--- src/verilog/pxm_pkg.sv ---
// Behaviour
// - MII moves one nibble per clock each way
// - MAC transmit enable/error code idle, data, error
// - MII receive codes idle, false carrier, data, errors
// - RMII moves one dibble per reference clock
// - RMII slave follows MAC reference rising edges
// - RMII master drives clock out on data bit 3
// - RMII MAC enable low idle, high data
// - RMII receive codes idle, data, errors
// - RMII also drives separate data valid, error
// - RMII receive data buffered in programmable FIFO
// - RGMII control on both edges, data rising
// - RGMII clocks run at link rate
// - MII transmit inputs always actively driven
// - RGMII MAC control pair idle, data, error
// - RGMII receive control pair with false carrier
// - RGMII idle lines carry duplex, speed, link
package pxm_pkg;

	// ****************************************
	// Timing
	// ****************************************
	localparam int CLK_PERIOD_NS  = 100;  // Own clock period
	localparam int LCLK_PERIOD_NS = 800;  // Link clock period
	// Half link period in own cycles, rounded down, never below one
	localparam int LCLK_HALF_INT  = (LCLK_PERIOD_NS / (2 * CLK_PERIOD_NS)) < 1 ? 1 :
	                                (LCLK_PERIOD_NS / (2 * CLK_PERIOD_NS));
	localparam logic [7:0] LCLK_HALF = 8'(LCLK_HALF_INT);

	// ****************************************
	// Sizes and reset values
	// ****************************************
	localparam int         FIFO_DEPTH = 16;     // Receive FIFO words
	localparam int         FIFO_W     = 6;      // {last, err, nibble}
	localparam logic [7:0] DIV_RST    = 8'h00;  // Divider after reset
	localparam logic [3:0] NIB_IDLE   = 4'h0;   // Idle nibble
	localparam logic [3:0] NIB_FCAR   = 4'he;   // False carrier nibble

	// ****************************************
	// Forms and encodings
	// ****************************************
	localparam logic [1:0] MODE_MII      = 2'h0;
	localparam logic [1:0] MODE_RMII_SLV = 2'h1;  // MAC makes reference
	localparam logic [1:0] MODE_RMII_MST = 2'h2;  // Device makes reference
	localparam logic [1:0] MODE_RGMII    = 2'h3;
	localparam logic [1:0] SPEED_2M5     = 2'h0;
	localparam logic [1:0] SPEED_25M     = 2'h1;
	localparam logic [1:0] SPEED_125M    = 2'h2;

	// Receive drain states
	typedef enum logic [2:0] {
		PXM_RX_IDLE = 3'b001,
		PXM_RX_DATA = 3'b010,
		PXM_RX_FCAR = 3'b100
	} pxm_rx_st_t;

	// True for either reduced form
	function automatic logic pxm_is_rmii(input logic [1:0] m);
		return (m == MODE_RMII_SLV) || (m == MODE_RMII_MST);
	endfunction

	// Place a nibble or its low dibble on the data lines
	function automatic logic [3:0] pxm_first(input logic [1:0] m, input logic [3:0] n);
		return pxm_is_rmii(m) ? {2'b00, n[1:0]} : n;
	endfunction

endpackage

--- src/verilog/pxm_xmii_if.sv ---
`timescale 1ns/1ps
// ****************************************
// MAC side pins between device and MAC
// ****************************************
interface pxm_xmii_if;
	logic       lclk_phy;         // Device made clock (MII, RGMII)
	logic       ref_clock_input;  // MAC made reference (RMII slave)
	logic [3:0] tx_d;             // Transmit data
	logic       tx_en;            // Enable, or RGMII control
	logic       tx_er;            // MII transmit error
	logic [3:0] rx_d;             // Receive data, bit 3 clock in RMII master
	logic       rx_dv;            // Data valid, carrier/valid, or RGMII control
	logic       rx_er;            // Receive error
	logic       rx_dvs;           // Separate RMII data valid

	modport phy (
		input  ref_clock_input, tx_d, tx_en, tx_er,
		output lclk_phy, rx_d, rx_dv, rx_er, rx_dvs
	);
	modport mac (
		input  lclk_phy, rx_d, rx_dv, rx_er, rx_dvs,
		output ref_clock_input, tx_d, tx_en, tx_er
	);
endinterface

--- src/verilog/pxm_fifo.sv ---
`timescale 1ns/1ps
module pxm_fifo #(
	parameter int W     = 6,
	parameter int DEPTH = 16
) (
	input  wire logic                     ref_clk,
	input  wire logic                     rst,
	input  wire logic                     ce,
	input  wire logic                     in_valid,
	output logic                          in_ready,
	input  wire logic [W-1:0]             in_data,
	output logic                          out_valid,
	input  wire logic                     out_ready,
	output logic [W-1:0]                  out_data,
	output logic [$clog2(DEPTH):0]        level
);
	localparam int AW = $clog2(DEPTH);
	localparam logic [AW:0] FULL = (AW+1)'(DEPTH);

	logic [W-1:0] mem [DEPTH];  // Storage
	logic [AW:0]  wr_r;         // Write pointer with wrap bit
	logic [AW:0]  rd_r;         // Read pointer with wrap bit
	logic         push;
	logic         pop;

	assign level     = wr_r - rd_r;
	assign in_ready  = (level != FULL);
	assign out_valid = (level != '0);
	assign out_data  = mem[rd_r[AW-1:0]];
	assign push      = ce && in_valid && in_ready;
	assign pop       = ce && out_valid && out_ready;

	// Pointers; frozen while the enable is low
	always_ff @(posedge ref_clk) begin
		if (rst) begin
			wr_r <= '0;
			rd_r <= '0;
		end else begin
			if (push) begin
				wr_r <= wr_r + 1'b1;
			end
			if (pop) begin
				rd_r <= rd_r + 1'b1;
			end
		end
	end

	// Storage needs no reset, it is only read behind the pointers
	always_ff @(posedge ref_clk) begin
		if (push) begin
			mem[wr_r[AW-1:0]] <= in_data;
		end
	end
endmodule

--- src/verilog/pxm_phy_end.sv ---
`timescale 1ns/1ps
module pxm_phy_end #(
	parameter int FIFO_DEPTH_P = pxm_pkg::FIFO_DEPTH
) (
	input  wire logic                          ref_clk,
	input  wire logic                          rst,
	input  wire logic                          ce,
	input  wire logic [1:0]                    mode,
	input  wire logic                          link_up,
	input  wire logic                          full_duplex,
	input  wire logic [$clog2(FIFO_DEPTH_P):0] rx_fifo_start,
	input  wire logic                          rx_valid,
	output logic                               rx_ready,
	input  wire logic [3:0]                    rx_data,
	input  wire logic                          rx_err,
	input  wire logic                          rx_last,
	input  wire logic                          rx_fcar,
	output logic                               txo_valid,
	output logic [3:0]                         txo_data,
	output logic                               txo_err,
	pxm_xmii_if.phy                            xm
);
	import pxm_pkg::*;

	// ****************************************
	// Link clock
	// ****************************************
	logic       own_gen;   // Device makes the link clock
	logic       rmii;      // Either reduced form
	logic [7:0] div_r;     // Half period divider
	logic       lclk_r;    // Link clock made here
	logic       div_hit;   // Divider wraps this cycle
	logic [1:0] orise_r;   // Own rising edge, delayed to match sync
	logic [1:0] ofall_r;   // Own falling edge, delayed to match sync
	logic [2:0] fsync_r;   // Reference from MAC, two stages then edge
	logic       rise_s;    // Rising edge as seen with synced pins
	logic       fall_s;    // Falling edge as seen with synced pins
	logic       rg_ph_r;   // RGMII second half of link cycle

	assign rmii    = pxm_is_rmii(mode);
	assign own_gen = (mode != MODE_RMII_SLV);
	assign div_hit = (div_r == LCLK_HALF - 8'h01);

	// Divider, own edges delayed to match pin syncs, and RGMII control phase
	always_ff @(posedge ref_clk) begin
		if (rst) begin
			div_r   <= DIV_RST;
			lclk_r  <= 1'b0;
			orise_r <= 2'b00;
			ofall_r <= 2'b00;
			rg_ph_r <= 1'b0;
		end else if (ce) begin
			orise_r <= {orise_r[0], own_gen & div_hit & ~lclk_r};
			ofall_r <= {ofall_r[0], own_gen & div_hit & lclk_r};
			if (rise_s) begin
				rg_ph_r <= 1'b1;
			end else if (fall_s) begin
				rg_ph_r <= 1'b0;
			end
			if (!own_gen) begin
				div_r  <= DIV_RST;
				lclk_r <= 1'b0;
			end else if (div_hit) begin
				div_r  <= DIV_RST;
				lclk_r <= ~lclk_r;
			end else begin
				div_r <= div_r + 8'h01;
			end
		end
	end

	assign rise_s = own_gen ? orise_r[1] : (fsync_r[1] & ~fsync_r[2]);
	assign fall_s = own_gen ? ofall_r[1] : (~fsync_r[1] & fsync_r[2]);

	// ****************************************
	// Transmit capture
	// ****************************************
	logic [5:0] txs1_r;    // Pin stage one {er, en, d}
	logic [5:0] txs2_r;    // Pin stage two
	logic       t_en;
	logic       t_er;
	logic [3:0] t_d;
	logic       half_r;    // Low dibble held
	logic [1:0] low_r;     // Held low dibble
	logic       rg_ctl_r;  // Control value from rising edge
	logic [3:0] rg_d_r;    // Nibble from rising edge

	assign t_er = txs2_r[5];
	assign t_en = txs2_r[4];
	assign t_d  = txs2_r[3:0];

	// Pins from the MAC pass two stages; first reference stage feeds the second only
	always_ff @(posedge ref_clk) begin
		if (rst) begin
			txs1_r  <= 6'h00;
			txs2_r  <= 6'h00;
			fsync_r <= 3'b000;
		end else if (ce) begin
			txs1_r  <= {xm.tx_er, xm.tx_en, xm.tx_d};
			txs2_r  <= txs1_r;
			fsync_r <= {fsync_r[1:0], xm.ref_clock_input};
		end
	end

	// Decode the transmit stream into nibbles for the line side
	always_ff @(posedge ref_clk) begin
		if (rst) begin
			txo_valid <= 1'b0;
			txo_data  <= NIB_IDLE;
			txo_err   <= 1'b0;
			half_r    <= 1'b0;
			low_r     <= 2'b00;
			rg_ctl_r  <= 1'b0;
			rg_d_r    <= NIB_IDLE;
		end else if (ce) begin
			txo_valid <= 1'b0;
			if (rise_s) begin
				case (mode)
					MODE_MII: begin
						// Enable low is idle; error alone is ignored
						if (t_en) begin
							txo_valid <= 1'b1;
							txo_data  <= t_d;
							txo_err   <= t_er;
						end
					end
					MODE_RGMII: begin
						// Data and first control value on the rising edge
						rg_ctl_r <= t_en;
						rg_d_r   <= t_d;
					end
					default: begin
						// Two dibbles, low first, while enable is high
						if (!t_en) begin
							half_r <= 1'b0;
						end else if (half_r) begin
							txo_valid <= 1'b1;
							txo_data  <= {t_d[1:0], low_r};
							txo_err   <= 1'b0;
							half_r    <= 1'b0;
						end else begin
							low_r  <= t_d[1:0];
							half_r <= 1'b1;
						end
					end
				endcase
			end else if (fall_s && mode == MODE_RGMII && rg_ctl_r) begin
				// Second control value marks error propagation
				txo_valid <= 1'b1;
				txo_data  <= rg_d_r;
				txo_err   <= t_en;
			end
		end
	end

	// ****************************************
	// Receive FIFO and drain
	// ****************************************
	logic [FIFO_W-1:0]               f_data;
	logic                            f_valid;
	logic                            pop;
	logic [$clog2(FIFO_DEPTH_P):0]   f_level;
	pxm_rx_st_t                      st_r;        // Drain state
	logic                            sub_r;       // High dibble still due
	logic [3:0]                      cur_r;       // Nibble on the lines
	logic [3:0]                      rxd_r;       // Receive data lines
	logic                            dv_r;        // Data valid
	logic                            er_r;        // Receive error
	logic                            fcar_pend_r; // False carrier waiting
	logic                            fcar_take;
	logic [3:0]                      idle_nib;

	// Buffers line data against the link clock; depth of fill sets the start
	pxm_fifo #(
		.W     (FIFO_W),
		.DEPTH (FIFO_DEPTH_P)
	) pxm_fifo_inst (
		.ref_clk   (ref_clk),
		.rst       (rst),
		.ce        (ce),
		.in_valid  (rx_valid),
		.in_ready  (rx_ready),
		.in_data   ({rx_last, rx_err, rx_data}),
		.out_valid (f_valid),
		.out_ready (pop),
		.out_data  (f_data),
		.level     (f_level)
	);

	// Idle lines carry in-band status in RGMII
	assign idle_nib = (mode == MODE_RGMII) ? {full_duplex, SPEED_25M, link_up}
	                                       : NIB_IDLE;
	assign fcar_take = fall_s && !sub_r && st_r == PXM_RX_IDLE && fcar_pend_r && !rmii;

	// Pop one nibble per link cycle, two link cycles per nibble in RMII
	always_comb begin
		pop = 1'b0;
		if (fall_s && !(rmii && sub_r)) begin
			if (st_r == PXM_RX_DATA) begin
				pop = f_valid;
			end else if (st_r == PXM_RX_IDLE && !(fcar_pend_r && !rmii)) begin
				pop = f_valid && (f_level >= rx_fifo_start);
			end
		end
	end

	// A new request wins over the clear of an old one
	always_ff @(posedge ref_clk) begin
		if (rst) begin
			fcar_pend_r <= 1'b0;
		end else if (ce) begin
			fcar_pend_r <= (rx_fcar && !rmii) || (fcar_pend_r && !fcar_take && !rmii);
		end
	end

	// Drain machine; new values launch on falling edges for the next rise
	always_ff @(posedge ref_clk) begin
		if (rst) begin
			st_r  <= PXM_RX_IDLE;
			sub_r <= 1'b0;
			cur_r <= NIB_IDLE;
			rxd_r <= NIB_IDLE;
			dv_r  <= 1'b0;
			er_r  <= 1'b0;
		end else if (ce && fall_s) begin
			if (rmii && sub_r) begin
				rxd_r <= {2'b00, cur_r[3:2]};
				sub_r <= 1'b0;
			end else if (pop) begin
				cur_r <= f_data[3:0];
				rxd_r <= pxm_first(mode, f_data[3:0]);
				dv_r  <= 1'b1;
				er_r  <= f_data[4];
				sub_r <= rmii;
				st_r  <= f_data[5] ? PXM_RX_IDLE : PXM_RX_DATA;
			end else begin
				case (st_r)
					PXM_RX_IDLE: begin
						if (fcar_pend_r && !rmii) begin
							rxd_r <= NIB_FCAR;
							dv_r  <= 1'b0;
							er_r  <= 1'b1;
							st_r  <= PXM_RX_FCAR;
						end else begin
							rxd_r <= idle_nib;
							dv_r  <= 1'b0;
							er_r  <= 1'b0;
						end
					end
					default: begin
						// Underrun or end of false carrier returns to idle
						rxd_r <= idle_nib;
						dv_r  <= 1'b0;
						er_r  <= 1'b0;
						st_r  <= PXM_RX_IDLE;
					end
				endcase
			end
		end
	end

	// ****************************************
	// Pins; unused ones held low
	// ****************************************
	assign xm.lclk_phy = (mode == MODE_MII || mode == MODE_RGMII) ? lclk_r : 1'b0;
	assign xm.rx_d     = (mode == MODE_RMII_MST) ? {lclk_r, rxd_r[2:0]} : rxd_r;
	assign xm.rx_dv    = (mode == MODE_RGMII) ? (rg_ph_r ? er_r : dv_r) : dv_r;
	assign xm.rx_er    = (mode == MODE_RGMII) ? 1'b0 : er_r;
	assign xm.rx_dvs   = rmii ? dv_r : 1'b0;
endmodule

--- src/flat_wrapper.sv ---
// flat-port wrapper written by rule: the top's interface ports become plain ports
module pxm_phy_end_flat import pxm_pkg::*;
#(
	parameter int FIFO_DEPTH_P = pxm_pkg::FIFO_DEPTH
)
  (ref_clk, rst, ce, mode, link_up, full_duplex, rx_fifo_start, rx_valid, rx_ready, rx_data, rx_err, rx_last, rx_fcar, txo_valid, txo_data, txo_err, xm_ref_clock_input, xm_tx_d, xm_tx_en, xm_tx_er, xm_lclk_phy, xm_rx_d, xm_rx_dv, xm_rx_er, xm_rx_dvs);
  pxm_xmii_if xm_i ();
  input  wire logic ref_clk;
  input  wire logic rst;
  input  wire logic ce;
  input  wire logic [1:0] mode;
  input  wire logic link_up;
  input  wire logic full_duplex;
  input  wire logic [$clog2(FIFO_DEPTH_P):0] rx_fifo_start;
  input  wire logic rx_valid;
  output logic rx_ready;
  input  wire logic [3:0] rx_data;
  input  wire logic rx_err;
  input  wire logic rx_last;
  input  wire logic rx_fcar;
  output logic txo_valid;
  output logic [3:0] txo_data;
  output logic txo_err;
  input wire logic [$bits(xm_i.ref_clock_input)-1:0] xm_ref_clock_input;
  input wire logic [$bits(xm_i.tx_d)-1:0] xm_tx_d;
  input wire logic [$bits(xm_i.tx_en)-1:0] xm_tx_en;
  input wire logic [$bits(xm_i.tx_er)-1:0] xm_tx_er;
  output wire logic [$bits(xm_i.lclk_phy)-1:0] xm_lclk_phy;
  output wire logic [$bits(xm_i.rx_d)-1:0] xm_rx_d;
  output wire logic [$bits(xm_i.rx_dv)-1:0] xm_rx_dv;
  output wire logic [$bits(xm_i.rx_er)-1:0] xm_rx_er;
  output wire logic [$bits(xm_i.rx_dvs)-1:0] xm_rx_dvs;
  assign xm_i.ref_clock_input = xm_ref_clock_input;
  assign xm_i.tx_d = xm_tx_d;
  assign xm_i.tx_en = xm_tx_en;
  assign xm_i.tx_er = xm_tx_er;
  assign xm_lclk_phy = xm_i.lclk_phy;
  assign xm_rx_d = xm_i.rx_d;
  assign xm_rx_dv = xm_i.rx_dv;
  assign xm_rx_er = xm_i.rx_er;
  assign xm_rx_dvs = xm_i.rx_dvs;
  pxm_phy_end #(.FIFO_DEPTH_P(FIFO_DEPTH_P)) u_core (.ref_clk(ref_clk), .rst(rst), .ce(ce), .mode(mode), .link_up(link_up), .full_duplex(full_duplex), .rx_fifo_start(rx_fifo_start), .rx_valid(rx_valid), .rx_ready(rx_ready), .rx_data(rx_data), .rx_err(rx_err), .rx_last(rx_last), .rx_fcar(rx_fcar), .txo_valid(txo_valid), .txo_data(txo_data), .txo_err(txo_err), .xm(xm_i));
endmodule
--- config.mk ---
export PLATFORM = sky130hd
export DESIGN_NAME = pxm_phy_end_flat
export DESIGN_NICKNAME = d
export VERILOG_FILES = /design/src/verilog/pxm_pkg.sv /design/src/verilog/pxm_xmii_if.sv /design/src/verilog/pxm_fifo.sv /design/src/verilog/pxm_phy_end.sv /design/src/flat_wrapper.sv
export SDC_FILE = /design/constraint.sdc
export NUM_CORES = 1
export LEC_CHECK = 0
export ABC_AREA = 0
export BUFFER_PORTS_ARGS = -buffer_cell sky130_fd_sc_hd__buf_2
export CORE_UTILIZATION = 60
export DETAILED_ROUTE_END_ITERATION = 16
export HOLD_SLACK_MARGIN = 0.02
export PLACE_DENSITY_LB_ADDON = 0.25
export SLEW_MARGIN = 20
export SYNTH_ARGS = -nofsm -noshare
export SYNTH_HDL_FRONTEND = slang
export SYNTH_HIERARCHICAL = 1
export SYNTH_SLANG_ARGS = --single-unit
--- constraint.sdc ---
create_clock -name ref_clk -period 4.3 [get_ports ref_clk]
set_input_delay 0.645 -clock ref_clk [delete_from_list [all_inputs] [get_ports ref_clk]]
set_output_delay 0.645 -clock ref_clk [all_outputs]
set_load 0.01 [all_outputs]
==> flow_summary.toml <==
[outcome]
outcome = "complete, no violations"

[logic_synthesis]
syn_nets = 610
synth_compound_area_frac = 0.0756
muxShareOfSynthArea = 0.134
netlist_area_um2 = 7320
ys.flop_type = "edfxtp_1"
synth_edf_count = 96
synth-xor-area-share = 0.0120
ys_top_cells_by_area = "edfxtp_1 (39%), dfxtp_1 (19%), mux4_2 (9.2%), mux2i_1 (3.8%), ha_1 (3.2%)"
synth_top_family_by_area = "multiplexers"
ys_ff_latch = 166
yosysUniqueCellTypes = 64
synthAdderAreaFrac = 0.0352
yosysSeqAreaShare = 0.585
synthArstFlopShare = 0
synth_top_area_frac = 0.394
synth_cells = 563
synth.largest_area_cell = "edfxtp_1"
synth-simple-area-share = 0.125
yosys_warnings = 6
syn_avg_cell_area_um2 = 13.0

[detailed_routing]
initialDrtViolationCount = 408
viasPerCell = 6.11
routed.top_layer = "met4"
wl_per_cell_um = 18.9
met1_length_um = 6180
drc = 0
drt_first_pass_iters = 5
wl_met2_um = 7060
ant_nets = 0
vias = 4619
wl_met3_um = 762
routed_wl_um = 14300

[sta]
fin_tns_setup_ns = 0
hold_viol = 0
finalCriticalPeriod_ns = 3.85
timing.hold.ws_ns = 0.453
rsz0062_at_grt = "no"
skew_ns = 0.00749
setup_viol = 0
fin_crit_sh = 0.895
maxSlewHeadroom = 0.386
worst_slew_pin_slew_ns = 0.914
drv_slew = 0
fmax_mhz = 260

[placed_design]
gp_routability_congestion = 0.898
port_buffers = 41
dpl.hpwl_um = 9850
dp.cells = 724

[floorplanning]
die_w_um = 112
start_util = 0.628
die_h_um = 112
ios = 42
coreArea_um2 = 11700
rows = 39
die_area_um2 = 12600

[worst_setup_path]
crit_start = "u_core/pxm_fifo_inst/wr_r[0]$_SDFFE_PP0P_"
ff2ff_path_depth = 16
cp_data_arrival_time_ns = 4.20
rr_startpoint = "u_core/pxm_fifo_inst/wr_r[0]$_SDFFE_PP0P_"
crit_path_end_kind = "register"
crit_required_ns = 4.65
path_class = "register to register"
cp_max_fo = 11
reg2reg_setup_slack_ns = 0.45
worst_setup_path_start_kind = "register"

[power]
ir_worst_vdd_mv = 0.319
cellPowerDensity_nw_per_um2 = 401
p_leak_nw = 2.99
p_total_mw = 3.28

[final_layout]
syn2layout_area_growth_pct = 11.7
nFillCells = 781
stdcell_count = 756
seq_area_um2 = 4280
antenna_cells = 0
multi_input_area_um2 = 2810
drive_gt1_frac = 0.206
final_util = 0.701
nNetsFinal = 647

[clock_tree]
cts_buffer_depth = 2
cts_tree = "yes"
cts_setup_buffers = 0
cts_sinks = 166
cts.clk_slew.worst_paths_ns = 0.06
cts_resized = 0
numCtsBuffers = 17
cts_hold_buf = 0
cts_root_buf = "clkbuf_16"
clk_latency_ns = 0.43
cts-htree-levels = 4

[global_routing]
grt_pass1_vias = 4631
grt.total_usage = 0.249
grt-ovfl-total = 0
grt_pass1_wl_um = 23600
antenna_found_initial = 0
grt_max_degree = 38

[run]
max-cap-violations = 0

[worst_hold_path]
holdCritStartpoint = "u_core/txo_data[0]$_SDFFE_PP0P_"
min_path_type = "register to register"
-- kinds of logic (layout without fill, tap and decap cells) --
family	Yosys count	in the layout
mux	60	60
flops	166	166
buf+inv	50	100
compound gates	86	86
simple gates	171	171
xor+xnor	10	10
fa+ha+maj	20	20
-- report_power, final --
part	switching [mW]	leakage, nW	internal (mW)
Clock	0.641	0.281	0.810
Combinational	0.0816	1.28	0.0465
Sequential	0.00965	1.43	1.69
-- metal layers --
layer  vias up  GRT usage
met5         -          0
met4         0      0.103
met3        17     0.0508
met2       155      0.406
met1      2252      0.330
li1       2195          -
-- flip-flops by register name (all words and copies together), names as in the netlist, 2 cells and up, named ones only --
| name | count |
|---|---|
| u_core/pxm_fifo_inst/mem | 96 |
| u_core/div_r | 8 |
| u_core/txs1_r | 6 |
| u_core/txs2_r | 6 |
| u_core/pxm_fifo_inst/rd_r | 5 |
| u_core/pxm_fifo_inst/wr_r | 5 |
| u_core/rg_d_r | 4 |
| u_core/rxd_r | 4 |
| u_core/txo_data | 4 |
| u_core/fsync_r | 3 |
| u_core/st_r | 3 |
| u_core/cur_r | 2 |
| u_core/low_r | 2 |
| u_core/ofall_r | 2 |
| u_core/orise_r | 2 |
-- metrics by stage --
stage | worst slack (ns) | instance area, um2
after CTS | 0.319 | 8170
after floorplan | 0.860 | 7320
after detailed placement | 0.375 | 7600
final | 0.454 | 8170
after global placement | 0.582 | 7600
after global routing | 0.132 | 8170
-- critical path, stage by stage (launching register included) --
cell and delay (ns):
dfxtp_1 0.35, inv_1 0.14, ha_1 0.18, inv_1 0.05, fa_1 0.39, xor2_1 0.26
nand4b_1 0.19, a2bb2oi_1 0.22, inv_1 0.11, nand3b_1 0.17, nor3_2 0.39, nand2_1 0.14
inv_1 0.12, nand2_1 0.11, or4_1 0.43, or3_1 0.34, a21oi_1 0.15
-- worst min path at each step --
stage                                      endpoint  slack [ns]  cells after the start
floorplan              u_core/rxd_r[0]$_SDFFE_PP0P_        0.42                      2
global placement    u_core/txo_data[0]$_SDFFE_PP0P_        0.44                      2
detailed placement  u_core/txo_data[2]$_SDFFE_PP0P_        0.45                      2
CTS                   u_core/txs1_r[1]$_SDFFE_PP0P_        0.44                      3
global route          u_core/txs1_r[0]$_SDFFE_PP0P_        0.47                      3
finish              u_core/txo_data[0]$_SDFFE_PP0P_        0.45                      2
-- cell usage in the layout, fill, tap and decap left out, drive strengths merged, types with 17 or more instances in the layout --
cell type	count
nand2	26
o21ai	20
clkbuf	17
inv	25
and3	18
nor2	51
a21oi	33
mux4	30
mux2i	28
edfxtp	96
dfxtp	70
ha	19
buf	48
-- cell usage after synthesis (5+ instances only) --
master	number
o21ai_0	19
and3_1	18
buf_6	5
xor2_1	8
or3_1	11
ha_1	19
nand3_1	12
nand2b_1	8
edfxtp_1	96
nor2b_1	7
nand3b_1	6
inv_1	20
dfxtp_1	70
nand2_1	26
a21oi_1	33
mux4_2	30
mux2i_1	28
clkbuf_1	17
nor2_1	50
a211o_1	5
-- final cells by class --
type	count	area share
flip-flops and latches	166	0.524
multi-input cells	347	0.343
clock buffers	17	0.0520
repair buffers	48	0.0315
well taps	143	0.0219
clock inverters	15	0.0179
inverters	20	0.00918
(Power assumes the default switching activity.)
